<file path="config.mk">
export PLATFORM = sky130hd
export DESIGN_NAME = hcfp_top
export DESIGN_NICKNAME = d
export VERILOG_FILES = /design/src/hcfp_pkg.sv /design/src/hcfp_kbd.sv /design/src/hcfp_top.sv
export SDC_FILE = /design/constraint.sdc
export NUM_CORES = 1
export LEC_CHECK = 0
export BUFFER_PORTS_ARGS = -buffer_cell sky130_fd_sc_hd__buf_4
export CAP_MARGIN = 20
export CORE_MARGIN = 1
export CORE_UTILIZATION = 47
export DETAILED_ROUTE_END_ITERATION = 10
export HOLD_SLACK_MARGIN = 0.05
export PLACE_DENSITY = 0.64
export SLEW_MARGIN = 20
export SYNTH_ARGS = -nofsm -noshare
export SYNTH_HDL_FRONTEND = slang
export SYNTH_SLANG_ARGS = --single-unit
</file>
<file path="constraint.sdc">
create_clock -name MCLK_I -period 5.7 [get_ports MCLK_I]
set_input_delay 0.57 -clock MCLK_I [delete_from_list [all_inputs] [get_ports MCLK_I]]
set_output_delay 0.57 -clock MCLK_I [all_outputs]
set_load 0.01 [all_outputs]
</file>
<file path="src/hcfp_pkg.sv">
package hcfp_pkg;

  // ********************************
  // report layout
  // ********************************
  localparam int HCFP_RPT_LEN = 24;
  localparam int HCFP_PAY_LEN = 22;
  localparam int HCFP_OFS_CMD = 0;
  localparam int HCFP_OFS_LEN = 1;
  localparam int HCFP_OFS_PAY = 2;
  localparam logic [4:0] HCFP_RPT_LAST = 5'h17;
  localparam logic [7:0] HCFP_PAY_MAX = 8'h16;

  // ********************************
  // commands and result codes
  // ********************************
  localparam logic [7:0] HCFP_CMD_GET_PROP = 8'h00;
  localparam logic [7:0] HCFP_CMD_SET_PROP = 8'h01;
  localparam logic [7:0] HCFP_RES_SUCCESS = 8'h00;
  localparam logic [7:0] HCFP_RES_FAILURE = 8'h01;
  localparam logic [7:0] HCFP_RES_BAD_PARAM = 8'h02;
  localparam int HCFP_RES_SPECIFIC_BIT = 7;
  localparam logic [23:0] HCFP_STRIPE_READER_FORWARD_PREFIX = 24'h4d5352;
  localparam logic [7:0] HCFP_PREFIX_LEN = 8'h03;

  // ********************************
  // property store
  // ********************************
  localparam int HCFP_NUM_PROP = 16;
  localparam logic [7:0] HCFP_NUM_PROP_B = 8'h10;
  localparam logic [7:0] HCFP_PROP_RST = 8'h00;

  // ********************************
  // keyboard report
  // ********************************
  localparam logic [7:0] HCFP_MOD_FIRST = 8'he0;
  localparam logic [7:0] HCFP_MOD_LAST = 8'he7;
  localparam logic [7:0] HCFP_KEY_MAX = 8'h65;
  localparam logic [7:0] HCFP_MOD_LSHIFT = 8'h02;
  localparam int HCFP_LED_BITS = 5;
  localparam int HCFP_LED_PAD = 3;
  localparam int HCFP_LED_CAPS = 1;
  localparam logic [7:0] HCFP_USE_A = 8'h04;
  localparam logic [7:0] HCFP_USE_ONE = 8'h1e;
  localparam logic [7:0] HCFP_USE_ZERO = 8'h27;
  localparam logic [7:0] HCFP_USE_ENTER = 8'h28;
  localparam logic [7:0] HCFP_USE_SPACE = 8'h2c;
  localparam logic [7:0] HCFP_USE_MINUS = 8'h2d;
  localparam logic [7:0] HCFP_USE_EQUAL = 8'h2e;
  localparam logic [7:0] HCFP_USE_SEMI = 8'h33;
  localparam logic [7:0] HCFP_USE_SLASH = 8'h38;
  localparam logic [7:0] HCFP_USE_FIVE = 8'h22;
  localparam logic [7:0] HCFP_USE_SIX = 8'h23;

  // ********************************
  // report descriptor
  // ********************************
  localparam logic [15:0] HCFP_VENDOR_PAGE = 16'hff00;
  localparam logic [7:0] HCFP_CMD_USAGE = 8'h20;
  localparam logic [7:0] HCFP_FEAT_COUNT = 8'h18;
  localparam int HCFP_DESC_LEN = 76;
  localparam logic [7:0] HCFP_DESC_LEN_B = 8'h4c;
  localparam logic [8*HCFP_DESC_LEN-1:0] HCFP_DESC = {
    8'h05, 8'h01, 8'h09, 8'h06, 8'ha1, 8'h01, 8'h05, 8'h07, 8'h19, 8'he0, 8'h29, 8'he7,
    8'h15, 8'h00, 8'h25, 8'h01, 8'h75, 8'h01, 8'h95, 8'h08, 8'h81, 8'h02, 8'h95, 8'h01,
    8'h75, 8'h08, 8'h81, 8'h03, 8'h95, 8'h05, 8'h75, 8'h01, 8'h05, 8'h08, 8'h19, 8'h01,
    8'h29, 8'h05, 8'h91, 8'h02, 8'h95, 8'h01, 8'h75, 8'h03, 8'h91, 8'h03, 8'h95, 8'h06,
    8'h75, 8'h08, 8'h15, 8'h00, 8'h25, 8'h66, 8'h05, 8'h07, 8'h19, 8'h00, 8'h29, 8'h66,
    8'h81, 8'h00, 8'h26, 8'hff, 8'h00, 8'h06, 8'h00, 8'hff, 8'h09, HCFP_CMD_USAGE,
    8'h95, HCFP_FEAT_COUNT, 8'hb2, 8'h02, 8'h01, 8'hc0};

  typedef logic [7:0] hcfp_byte_t;

  typedef struct packed {
    logic [7:0] modifiers;
    logic [7:0] reserved;
    logic [47:0] keys;
  } hcfp_kbd_rpt_s;

  typedef struct packed {
    logic [7:0] code;
    logic [7:0] len;
    logic [7:0] data;
  } hcfp_resp_s;

endpackage

</file>
<file path="src/hcfp_kbd.sv">
`timescale 1ns/1ps
module hcfp_kbd (
  input wire logic clk_i,
  input wire logic rst_n_i,
  input wire logic char_valid_i,
  input wire logic [7:0] char_i,
  output logic char_ready_o,
  output logic rpt_valid_o,
  output hcfp_pkg::hcfp_kbd_rpt_s rpt_o,
  input wire logic rpt_ready_i,
  input wire logic led_wr_valid_i,
  input wire logic [7:0] led_wr_data_i,
  output logic [hcfp_pkg::HCFP_LED_BITS-1:0] led_o
);

  // ********************************
  // ascii to key usage
  // ********************************
  // returns {shift, usage}; usage zero means the character is dropped
  function automatic logic [8:0] key_of(input logic [7:0] c);
    logic [8:0] r;
    r = 9'h000;
    if (c >= 8'h61 && c <= 8'h7a)
      r = {1'b1, 8'(hcfp_pkg::HCFP_USE_A + (c - 8'h61))};
    else if (c >= 8'h41 && c <= 8'h5a)
      r = {1'b1, 8'(hcfp_pkg::HCFP_USE_A + (c - 8'h41))};
    else if (c >= 8'h31 && c <= 8'h39)
      r = {1'b0, 8'(hcfp_pkg::HCFP_USE_ONE + (c - 8'h31))};
    else
    begin
      case (c)
        8'h30: r = {1'b0, hcfp_pkg::HCFP_USE_ZERO};
        8'h0d: r = {1'b0, hcfp_pkg::HCFP_USE_ENTER};
        8'h20: r = {1'b0, hcfp_pkg::HCFP_USE_SPACE};
        8'h2d: r = {1'b0, hcfp_pkg::HCFP_USE_MINUS};
        8'h3d: r = {1'b0, hcfp_pkg::HCFP_USE_EQUAL};
        8'h3b: r = {1'b0, hcfp_pkg::HCFP_USE_SEMI};
        8'h2f: r = {1'b0, hcfp_pkg::HCFP_USE_SLASH};
        8'h3f: r = {1'b1, hcfp_pkg::HCFP_USE_SLASH};
        8'h25: r = {1'b1, hcfp_pkg::HCFP_USE_FIVE};
        8'h5e: r = {1'b1, hcfp_pkg::HCFP_USE_SIX};
        default: r = 9'h000;
      endcase
    end
    return r;
  endfunction

  typedef enum logic [2:0] {
    KB_IDLE = 3'b001,
    KB_PRESS = 3'b010,
    KB_RELEASE = 3'b100
  } hcfp_kb_state_e;

  hcfp_kb_state_e state_ff;
  hcfp_kb_state_e nxt_state;

  logic [8:0] key;
  logic is_letter;
  logic take_char;
  logic caps_on;
  logic rpt_done;
  hcfp_pkg::hcfp_kbd_rpt_s press_rpt;

  assign key = key_of(char_i);
  assign is_letter = (char_i >= 8'h41 && char_i <= 8'h5a) || (char_i >= 8'h61 && char_i <= 8'h7a);
  // caps lamp is output report bit 1 (lamp usage 2), not bit 0
  assign caps_on = led_o[hcfp_pkg::HCFP_LED_CAPS];
  assign take_char = char_ready_o && char_valid_i && (key[7:0] != 8'h00);
  assign rpt_done = rpt_valid_o && rpt_ready_i;
  // RULE16 uppercase despite caps
  // with caps lock on, shift on a letter would give lower case, so shift is dropped
  assign press_rpt.modifiers = (key[8] && !(is_letter && caps_on)) ? hcfp_pkg::HCFP_MOD_LSHIFT
                               : 8'h00;
  // RULE13 reserved byte constant
  assign press_rpt.reserved = 8'h00;
  assign press_rpt.keys = {40'h0000000000, key[7:0]};

  always_comb
  begin
    nxt_state = state_ff;
    case (state_ff)
      KB_IDLE: if (take_char) nxt_state = KB_PRESS;
      KB_PRESS: if (rpt_done) nxt_state = KB_RELEASE;
      KB_RELEASE: if (rpt_done) nxt_state = KB_IDLE;
      default: nxt_state = KB_IDLE;
    endcase
  end

  // RULE15 keystroke reports
  always_ff @(posedge clk_i)
  begin
    if (!rst_n_i)
    begin
      state_ff <= KB_IDLE;
      rpt_valid_o <= 1'b0;
      rpt_o <= '0;
      char_ready_o <= 1'b0;
    end
    else
    begin
      state_ff <= nxt_state;
      rpt_valid_o <= (nxt_state != KB_IDLE);
      if (take_char)
        rpt_o <= press_rpt;
      else if (state_ff == KB_PRESS && rpt_done)
        rpt_o <= '0;
      char_ready_o <= (nxt_state == KB_IDLE);
    end
  end

  // RULE14 lamp bits kept, padding ignored
  always_ff @(posedge clk_i)
  begin
    if (!rst_n_i)
      led_o <= '0;
    else if (led_wr_valid_i)
      led_o <= led_wr_data_i[hcfp_pkg::HCFP_LED_BITS-1:0];
  end
endmodule

</file>
<file path="src/hcfp_top.sv">
`timescale 1ns/1ps
// What this block does
// RULE1: requests arrive as set-report feature data, responses leave on get-report.
// RULE2: status stage is refused with nak until the command has finished.
// RULE3: request byte 0 command, byte 1 length, 22 payload bytes from byte 2.
// RULE4: response byte 0 result code, byte 1 length, payload after.
// RULE5: only length payload bytes are meaningful; the rest are ignored.
// RULE6: host pads unused payload bytes with zero.
// RULE7: local result codes keep top bit clear; set codes are command specific.
// RULE8: generic codes: 0 success, 1 failure, 2 bad parameter.
// RULE9: command 0x00 reads a property, command 0x01 writes one.
// RULE10: payload starting with reader prefix is forwarded to the card engine.
// RULE11: command message is usage 0x20 on vendor page 0xff00, feature data.
// RULE12: feature report is 0x18 byte fields, max 255, buffered bytes.
// RULE13: keyboard report: eight modifier bits, pad byte, six key bytes 0..101; the descriptor declares the key range as 0..102 (0x66).
// RULE14: lamp output report: five lamp bits then three pad bits.
// RULE15: card and check text goes out as keystroke reports.
// RULE16: characters are sent uppercase whatever caps lock says.
// RULE17: property id at payload 0; value follows on write, from 0 on read.
// RULE18: unknown command or oversize length answers bad parameter, empty payload.
module hcfp_top (
  input wire logic MCLK_I,
  input wire logic RST_N_I,
  input wire logic FEAT_WR_VALID_I,
  input wire logic [7:0] FEAT_WR_DATA_I,
  input wire logic FEAT_WR_LAST_I,
  output logic STATUS_NAK_O,
  input wire logic FEAT_RD_REQ_I,
  output logic FEAT_RD_VALID_O,
  output logic [7:0] FEAT_RD_DATA_O,
  output logic FEAT_RD_LAST_O,
  output logic FWD_VALID_O,
  output logic [7:0] FWD_DATA_O,
  output logic FWD_LAST_O,
  input wire logic FWD_READY_I,
  input wire logic FWD_DONE_I,
  input wire logic [7:0] FWD_RESULT_I,
  input wire logic CHAR_VALID_I,
  input wire logic [7:0] CHAR_I,
  output logic CHAR_READY_O,
  output logic KBD_VALID_O,
  output hcfp_pkg::hcfp_kbd_rpt_s KBD_REPORT_O,
  input wire logic KBD_READY_I,
  input wire logic LED_WR_VALID_I,
  input wire logic [7:0] LED_WR_DATA_I,
  output logic [hcfp_pkg::HCFP_LED_BITS-1:0] LED_STATE_O,
  input wire logic [6:0] DESC_ADDR_I,
  output logic [7:0] DESC_DATA_O
);

  // ********************************
  // helpers
  // ********************************
  function automatic logic [7:0] desc_byte(input logic [6:0] a);
    logic [7:0] r;
    r = 8'h00;
    if ({1'b0, a} < hcfp_pkg::HCFP_DESC_LEN_B)
      r = hcfp_pkg::HCFP_DESC[8*(hcfp_pkg::HCFP_DESC_LEN-1-int'(a)) +: 8];
    return r;
  endfunction

  // ********************************
  // state
  // ********************************
  typedef enum logic [5:0] {
    ST_IDLE = 6'b000001,
    ST_RECV = 6'b000010,
    ST_EXEC = 6'b000100,
    ST_FWD = 6'b001000,
    ST_WAIT = 6'b010000,
    ST_RESP = 6'b100000
  } hcfp_state_e;

  hcfp_state_e state_ff;
  hcfp_state_e nxt_state;

  hcfp_pkg::hcfp_byte_t req_ff [0:hcfp_pkg::HCFP_RPT_LEN-1];
  hcfp_pkg::hcfp_byte_t prop_ff [0:hcfp_pkg::HCFP_NUM_PROP-1];
  hcfp_pkg::hcfp_resp_s resp_ff;
  hcfp_pkg::hcfp_resp_s nxt_resp;
  logic [4:0] wr_idx_ff;
  logic [4:0] rd_idx_ff;
  logic [4:0] fwd_idx_ff;

  // ********************************
  // request decode
  // ********************************
  logic [7:0] req_cmd;
  logic [7:0] req_len;
  logic [7:0] prop_id;
  logic len_bad;
  logic is_fwd;
  logic prop_ok;
  logic get_ok;
  logic set_ok;
  logic wr_take;
  logic wr_end;
  logic rd_start;
  logic fwd_load;
  logic fwd_end;
  logic [7:0] rd_byte;
  logic [4:0] rd_out_idx;

  // RULE3 fixed byte positions
  assign req_cmd = req_ff[hcfp_pkg::HCFP_OFS_CMD];
  assign req_len = req_ff[hcfp_pkg::HCFP_OFS_LEN];
  // RULE17 property id at payload start
  assign prop_id = req_ff[hcfp_pkg::HCFP_OFS_PAY];
  // RULE18 oversize length
  assign len_bad = req_len > hcfp_pkg::HCFP_PAY_MAX;
  // RULE10 reader prefix detect
  assign is_fwd = !len_bad && req_len >= hcfp_pkg::HCFP_PREFIX_LEN &&
                  {req_ff[2], req_ff[3], req_ff[4]} == hcfp_pkg::HCFP_STRIPE_READER_FORWARD_PREFIX;
  assign prop_ok = prop_id < hcfp_pkg::HCFP_NUM_PROP_B;
  // RULE5 fields beyond length ignored
  assign get_ok = req_cmd == hcfp_pkg::HCFP_CMD_GET_PROP && req_len >= 8'h01 && prop_ok;
  assign set_ok = req_cmd == hcfp_pkg::HCFP_CMD_SET_PROP && req_len >= 8'h02 && prop_ok;

  // RULE1 set-report data stage
  assign wr_take = FEAT_WR_VALID_I && (state_ff == ST_IDLE || state_ff == ST_RECV);
  assign wr_end = wr_take && FEAT_WR_LAST_I;
  // RULE1 get-report data stage
  assign rd_start = FEAT_RD_REQ_I && state_ff == ST_IDLE && !FEAT_WR_VALID_I;
  assign fwd_end = FWD_VALID_O && FWD_READY_I && FWD_LAST_O;
  assign fwd_load = state_ff == ST_FWD && (!FWD_VALID_O || FWD_READY_I) &&
                    !(FWD_VALID_O && FWD_LAST_O);

  // RULE4 response layout, zero padded
  assign rd_byte = rd_idx_ff == 5'h00 ? resp_ff.code :
                   rd_idx_ff == 5'h01 ? resp_ff.len :
                   (rd_idx_ff == 5'h02 && resp_ff.len != 8'h00) ? resp_ff.data : 8'h00;
  assign rd_out_idx = rd_idx_ff - 5'h01;

  // RULE8 generic outcomes
  // RULE18 unknown command refused
  always_comb
  begin
    nxt_resp = resp_ff;
    if (state_ff == ST_EXEC && !is_fwd)
    begin
      nxt_resp.len = 8'h00;
      nxt_resp.data = 8'h00;
      nxt_resp.code = hcfp_pkg::HCFP_RES_BAD_PARAM;
      if (!len_bad && (get_ok || set_ok))
        nxt_resp.code = hcfp_pkg::HCFP_RES_SUCCESS;
      // RULE17 read value at payload 0
      if (!len_bad && get_ok)
      begin
        nxt_resp.len = 8'h01;
        nxt_resp.data = prop_ff[prop_id[3:0]];
      end
    end
    else if (state_ff == ST_WAIT && FWD_DONE_I)
    begin
      // RULE7 engine codes may be command specific
      nxt_resp.code = FWD_RESULT_I;
      nxt_resp.len = 8'h00;
      nxt_resp.data = 8'h00;
    end
  end

  always_comb
  begin
    nxt_state = state_ff;
    case (state_ff)
      ST_IDLE:
      begin
        if (wr_end)
          nxt_state = ST_EXEC;
        else if (wr_take)
          nxt_state = ST_RECV;
        else if (rd_start)
          nxt_state = ST_RESP;
      end
      ST_RECV: if (wr_end) nxt_state = ST_EXEC;
      ST_EXEC: nxt_state = is_fwd ? ST_FWD : ST_IDLE;
      ST_FWD: if (fwd_end) nxt_state = ST_WAIT;
      ST_WAIT: if (FWD_DONE_I) nxt_state = ST_IDLE;
      ST_RESP: if (rd_idx_ff == hcfp_pkg::HCFP_RPT_LAST) nxt_state = ST_IDLE;
      default: nxt_state = ST_IDLE;
    endcase
  end

  // ********************************
  // registers
  // ********************************
  // RULE2 nak until command done
  always_ff @(posedge MCLK_I)
  begin
    if (!RST_N_I)
    begin
      state_ff <= ST_IDLE;
      resp_ff <= '0;
      STATUS_NAK_O <= 1'b0;
    end
    else
    begin
      state_ff <= nxt_state;
      resp_ff <= nxt_resp;
      STATUS_NAK_O <= nxt_state == ST_EXEC || nxt_state == ST_FWD || nxt_state == ST_WAIT;
    end
  end

  // extra bytes past the fixed report length overwrite the last byte, as the write index holds at 23
  always_ff @(posedge MCLK_I)
  begin
    if (!RST_N_I)
      wr_idx_ff <= 5'h00;
    else if (wr_end)
      wr_idx_ff <= 5'h00;
    else if (wr_take && wr_idx_ff != hcfp_pkg::HCFP_RPT_LAST)
      wr_idx_ff <= wr_idx_ff + 5'h01;
  end

  always_ff @(posedge MCLK_I)
  begin
    if (wr_take)
      req_ff[wr_idx_ff] <= FEAT_WR_DATA_I;
  end

  // RULE9 property write
  always_ff @(posedge MCLK_I)
  begin
    if (!RST_N_I)
    begin
      for (int i = 0; i < hcfp_pkg::HCFP_NUM_PROP; i++)
        prop_ff[i] <= hcfp_pkg::HCFP_PROP_RST;
    end
    else if (state_ff == ST_EXEC && !is_fwd && !len_bad && set_ok)
      prop_ff[prop_id[3:0]] <= req_ff[hcfp_pkg::HCFP_OFS_PAY + 1];
  end

  always_ff @(posedge MCLK_I)
  begin
    if (!RST_N_I)
    begin
      rd_idx_ff <= 5'h00;
      FEAT_RD_VALID_O <= 1'b0;
      FEAT_RD_DATA_O <= 8'h00;
      FEAT_RD_LAST_O <= 1'b0;
    end
    else
    begin
      FEAT_RD_VALID_O <= state_ff == ST_RESP;
      FEAT_RD_DATA_O <= state_ff == ST_RESP ? rd_byte : 8'h00;
      FEAT_RD_LAST_O <= state_ff == ST_RESP && rd_idx_ff == hcfp_pkg::HCFP_RPT_LAST;
      rd_idx_ff <= state_ff == ST_RESP ? rd_idx_ff + 5'h01 : 5'h00;
    end
  end

  // RULE10 whole report to card engine
  always_ff @(posedge MCLK_I)
  begin
    if (!RST_N_I)
    begin
      fwd_idx_ff <= 5'h00;
      FWD_VALID_O <= 1'b0;
      FWD_DATA_O <= 8'h00;
      FWD_LAST_O <= 1'b0;
    end
    else if (fwd_load)
    begin
      FWD_VALID_O <= 1'b1;
      FWD_DATA_O <= req_ff[fwd_idx_ff];
      FWD_LAST_O <= fwd_idx_ff == hcfp_pkg::HCFP_RPT_LAST;
      fwd_idx_ff <= fwd_idx_ff + 5'h01;
    end
    else if (fwd_end || state_ff != ST_FWD)
    begin
      FWD_VALID_O <= 1'b0;
      FWD_LAST_O <= 1'b0;
      fwd_idx_ff <= 5'h00;
    end
  end

  // RULE11 vendor command usage
  // RULE12 feature report item
  always_ff @(posedge MCLK_I)
  begin
    if (!RST_N_I)
      DESC_DATA_O <= 8'h00;
    else
      DESC_DATA_O <= desc_byte(DESC_ADDR_I);
  end

  // ********************************
  // keyboard path
  // ********************************
  // RULE15 text as keystrokes
  hcfp_kbd i_hcfp_kbd (
    .clk_i(MCLK_I),
    .rst_n_i(RST_N_I),
    .char_valid_i(CHAR_VALID_I),
    .char_i(CHAR_I),
    .char_ready_o(CHAR_READY_O),
    .rpt_valid_o(KBD_VALID_O),
    .rpt_o(KBD_REPORT_O),
    .rpt_ready_i(KBD_READY_I),
    .led_wr_valid_i(LED_WR_VALID_I),
    .led_wr_data_i(LED_WR_DATA_I),
    .led_o(LED_STATE_O)
  );
endmodule

</file>
### Yosys cells after proc, flatten, opt, wreduce, memory -nomap -nowiden

Memories as Yosys holds them, arrays and structs flattened. A register that Yosys moved wholly into a read port is not among the register bits.
Cells that the tools add are included.
Widths: inputs -> output; s select.

| word-level totals | value |
|---|---|
| register bits | 92 |
| latch bits | 0 |
| bits in writable memories | 320 |
| memory bits (read-only) | 0 |
| bits of input ports | 49 |
| output and inout port bits | 100 |
| logic and storage cells | 177 |
| memories | 2 |

| operators by class | value |
|---|---|
| add/subtract/negate cells | 10 |
| multipliers | 0 |
| div/mod/pow operators | 0 |
| magnitude comparators | 12 |
| equal/unequal tests | 32 |
| shift operators | 1 |
| mux-type cells | 41 |
| bitwise gates (word level) | 1 |
| reductions and logical operators | 58 |

Memory list:

| memory | words | bits a word | read ports | clocked after Yosys merged registers in | write ports | line | text |
|---|---|---|---|---|---|---|---|
| req_ff | 24 | 8 | 6 | 1 | 1 | hcfp_top.sv:77 | `hcfp_pkg::hcfp_byte_t req_ff [0:hcfp_pkg::HCFP_RPT_LEN-1];` |
| prop_ff | 16 | 8 | 1 | 0 | 16 | hcfp_top.sv:78 | `hcfp_pkg::hcfp_byte_t prop_ff [0:hcfp_pkg::HCFP_NUM_PROP-1];` |

Operators by type and width:

| operator | number |
|---|---|
| $shiftx 608x11->8 const A | 1 |
| $mux 64 | 2 |
| $pmux 9 s10 | 1 |
| $eq 8x6->1 const B | 8 |
| $mux 24 | 2 |
| $mux 6 | 7 |
| $mux 9 | 4 |
| $pmux 6 s6 | 1 |
| $logic_and 1x1->1 | 33 |
| $mux 8 | 4 |
| $eq 24x23->1 const B | 1 |
| $add 3x8->8 const A | 2 |
| $ge 8x2->1 const B | 2 |
| $ge 8x7->1 const B | 2 |
| $le 8x7->1 const B | 2 |
| $reduce_bool 8->1 | 2 |
| $sub 8x7->8 const B | 2 |
| $add 5x1->5 const B | 3 |
| $eq 6x3->1 const B | 2 |
| $eq 6x4->1 const B | 2 |
| $eq 6x5->1 const B | 2 |
| $eq 5x5->1 const B | 2 |
| $mux 1 | 10 |
| $mux 5 | 2 |
| 36 further kinds | 56 |

### Logic depth before layout (Yosys ltp)

An unclocked memory read counts as a cell.

| logic depth | value |
|---|---|
| word-level depth | 14 |
| mapped depth | 9 |
| gate-level depth less buffers | 9 |

### By module

A second synthesis with hierarchy kept.

| second synthesis, totals | value |
|---|---|
| cell total of the unflattened synthesis | 1437 |
| area total of the unflattened synthesis | 18768.0 um2 |

By module, submodules not included:

| module | instances | cells each | area an instance (um2) |
|---|---|---|---|
| hcfp_top | 1 | 1220 | 17005.1 |
| hcfp_kbd | 1 | 217 | 1762.9 |

### Worst setup path after synthesis

No wires, ideal clock.

| timing | value |
|---|---|
| path type | reg2reg |
| start point | memory req_ff[1][6] (netlist name) |
| end point | memory prop_ff[5][0] (netlist name), enable pin |
| library setup time | 0.384 ns |
| data arrival time | 2.633 ns |
| path slack | 2.683 ns |
| stages on the path, launching flop included | 8 |
| buffers on the path | 1 |
| path through | edfxtp_1 > or3_1 > a211o_1 > nor3_2 > nand4_2 > or3b_1 > buf_2 > o21ai_0 |

RTL lines:

| what | line |
|---|---|
| from (decl) | hcfp_top.sv:77 |
| to (decl) | hcfp_top.sv:78 |

==> metrics.cfg <==
[detailed_routing]
drt_iter0_drc=870
wire_per_inst_um=20.59
num_vias=11210
drc=0
antenna_left=0
vias_per_cell=5.654
routed_wl_um=40840
drt_first_pass_iters=5

[setup_path]
crit_chain=or3_1 > a211o_1 > nor3_2 > nand4_2 > or3b_1 > o21ai_0
regToRegSetupSlack_ns=2.02
endpoint=prop_ff[7][4]$_SDFFCE_PN0P_
crit_path_start=req_ff[1][6]$_DFFE_PP_
critPathMaxStageDelay_ns=0.89
critPathLaunchType=flop
worstReg2RegStart=req_ff[1][6]$_DFFE_PP_
r2r-end=prop_ff[7][4]$_SDFFCE_PN0P_
cp_max_fo=8
reg2regPathDepth=6
crit_arrival_ns=3.86
cp.required_ns=5.88
cp_slowest_cell=o21ai_0
worstSetupEndpointType=flop
path_class=flop to flop

[worst_hold_path]
min_path_type=input pin to flop
min_path_cells=3

[placement]
place_hpwl_um=26550
numPortBuffers=90
gp_congestion=0.8825
placed_cell_area_um2=19570

[final_layout]
insertedDiodeCount=0
layout-drive-gt1-share=0.2048
nets=1496
layout_commonest_cell=edfxtp_1
layout.cells.most_common_list=edfxtp_1, and2_1, nor2_1, buf_4, mux4_2
area_growth_pct=12.85
postLayoutCellArea_um2=21050

[cts]
post_cts_resized=0
numCtsBuffers=44
postCtsSetupBuffers=0
clk_path_buf_depth=3
cts.hold.buffers_added=0
cts_htree_levels=2
clock-sinks=406
clk_latency_ns=0.58
clockRootBuffer=clkbuf_16
cts_tree=yes
path_clk_slew_ns=0.06

[timing]
finalCritPeriodShare=0.6459
period_minus_slack_ns=3.682
fmax_ghz=0.2716
finalSetupViolations=0
setup_tns_ns=0
finalHoldViolCount=0
rsz0062_at_grt=false
clock_skew_ns=0.01857
worstMarginPinSlew_ns=1.063
slew_viol_final=0
slew-limit-headroom=0.2836

[global_route]
antenna_found_initial=0
overflow=0
grt_usage=0.2055
grt_max_degree=43
grt_pass1_wl_um=63510
grt_pass1_vias=10920

[synthesis]
ys_ff_latch=406
synth.distinct_cells=77
synth_ff_type=edfxtp_1
synth_edf_count=320
synth.top_cell.area_share=0.5152
avgSynthCellArea_um2=13.70
yosysWarnings=0
yosys-top-cells-area=edfxtp_1, mux4_2, dfxtp_1
synthCells=1361
yosysTopAreaCell=edfxtp_1
synthArstFlopShare=0
synth_area_um2=18650
ys_seq_area_frac=0.6075

[job]
max_cap_violations=0

[floorplanning]
start_util=0.4792
fp.coreArea_um2=38920
ios=149
die_h_um=201.2
fp.dieW_um=201.2
die-area_um2=40480
std_cell_rows=72

[pwr]
power_density_nw_per_um2=312.1
clock_power_share=0.439
netSwitchingPower_w=0.001462
combinationalPowerShare=0.061
power.internal_w=0.005107
swShare=0.2225
leakage_nw=7.268
ir_drop_mv=0.1907
power_frac_seq=0.500

[status]
status=complete, no violations

[worst min path at each step]
stage | startpoint | endpoint
3_5_place_dp | i_hcfp_kbd.rpt_o[3]$_SDFFE_PN0P_ | i_hcfp_kbd.rpt_o[3]$_SDFFE_PN0P_
5_1_grt | LED_WR_DATA_I[0] | i_hcfp_kbd.led_o[0]$_SDFFE_PN0P_
3_3_place_gp | resp_ff[8]$_SDFFE_PN0P_ | resp_ff[8]$_SDFFE_PN0P_
4_1_cts | LED_WR_DATA_I[2] | i_hcfp_kbd.led_o[2]$_SDFFE_PN0P_
2_1_floorplan | i_hcfp_kbd.state_ff[0]$_SDFF_PN1_ | i_hcfp_kbd.state_ff[2]$_SDFF_PN0_
6_report | LED_WR_DATA_I[2] | i_hcfp_kbd.led_o[2]$_SDFFE_PN0P_
[cell usage after synthesis, types with 22 or more instances]
| library cell | n |
|---|---|
| clkbuf_1 | 50 |
| dfxtp_1 | 86 |
| nand2b_1 | 27 |
| o21ai_0 | 44 |
| and2_1 | 134 |
| buf_4 | 55 |
| nand3_1 | 22 |
| nor2_1 | 114 |
| edfxtp_1 | 320 |
| mux2i_1 | 27 |
| mux4_2 | 96 |
| a21oi_1 | 50 |
| nand2_1 | 69 |
[state kept, by name (all words and copies together), names as in the netlist, 3 cells and up]
register / cells
i_hcfp_kbd.led_o: 5
i_hcfp_kbd.rpt_o: 9
DESC_DATA_O: 8
fwd_idx_ff: 5
prop_ff: 128
rd_idx_ff: 5
FEAT_RD_DATA_O: 8
resp_ff: 17
req_ff: 192
wr_idx_ff: 5
i_hcfp_kbd.state_ff: 3
state_ff: 6
FWD_DATA_O: 8
[power by group through the flow]
| stage | Combinational (W) | Sequential (W) | Clock, W |
|---|---|---|---|
| CTS | 0.000401 | 0.00328 | 0.00294 |
| global placement | 0.000394 | 0.00334 | 0 |
| finish | 0.000401 | 0.00328 | 0.00288 |
| detailed placement | 0.000400 | 0.00335 | 0 |
| global route | 0.000440 | 0.00329 | 0.00305 |
| floorplan | 0.000283 | 0.00334 | 0 |
[layer usage]
layer | up-vias | routed length [µm] | track usage
li1 | 5173 | - | -
met1 | 5572 | 17940 | 0.2881
met2 | 406 | 19330 | 0.3274
met3 | 60 | 2806 | 0.04260
met4 | 0 | 764 | 0.05384
met5 | - | 0 | 0
[cells by family after synthesis]
family	Yosys count	synth area share
buf+inv	150	0.04206
simple gates	463	0.1365
mux	123	0.1304
other cells	1	0.0002011
compound gates	185	0.06474
xor+xnor	18	0.008453
flops	406	0.6075
fa+ha+maj	15	0.01006
[area by class of cell]
cell class	count	area, µm²
Sequential cell	406	11340
Clock inverter	21	219.0
Inverter	19	71.32
Timing Repair Buffer	102	765.7
Multi-Input combinational cell	859	6744
Clock buffer	58	1262
Fill cell	3173	17870
Tap cell	518	648.1
[metrics by stage]
stage	power (W)	utilization	setup slack [ns]	hold WS, ns	cells
2_1_floorplan	0.003618	-	2.683	0.4284	1415
3_3_place_gp	0.003739	0.5026	1.963	0.4506	1904
3_5_place_dp	0.003746	0.5027	1.985	0.4547	1904
4_1_cts	0.006629	0.5408	1.964	0.1909	1983
5_1_grt	0.006784	0.5408	1.842	0.2072	1983
6_report	0.006568	0.5408	2.018	0.2219	1983
[worst max-delay path, delay by kind of cell (launching register included)]
kind / cells / cell delay (ns)
simple gates: 4 / 1.69
flops: 1 / 0.38
compound gates: 2 / 1.21
Power figures use the tool's default switching activity.
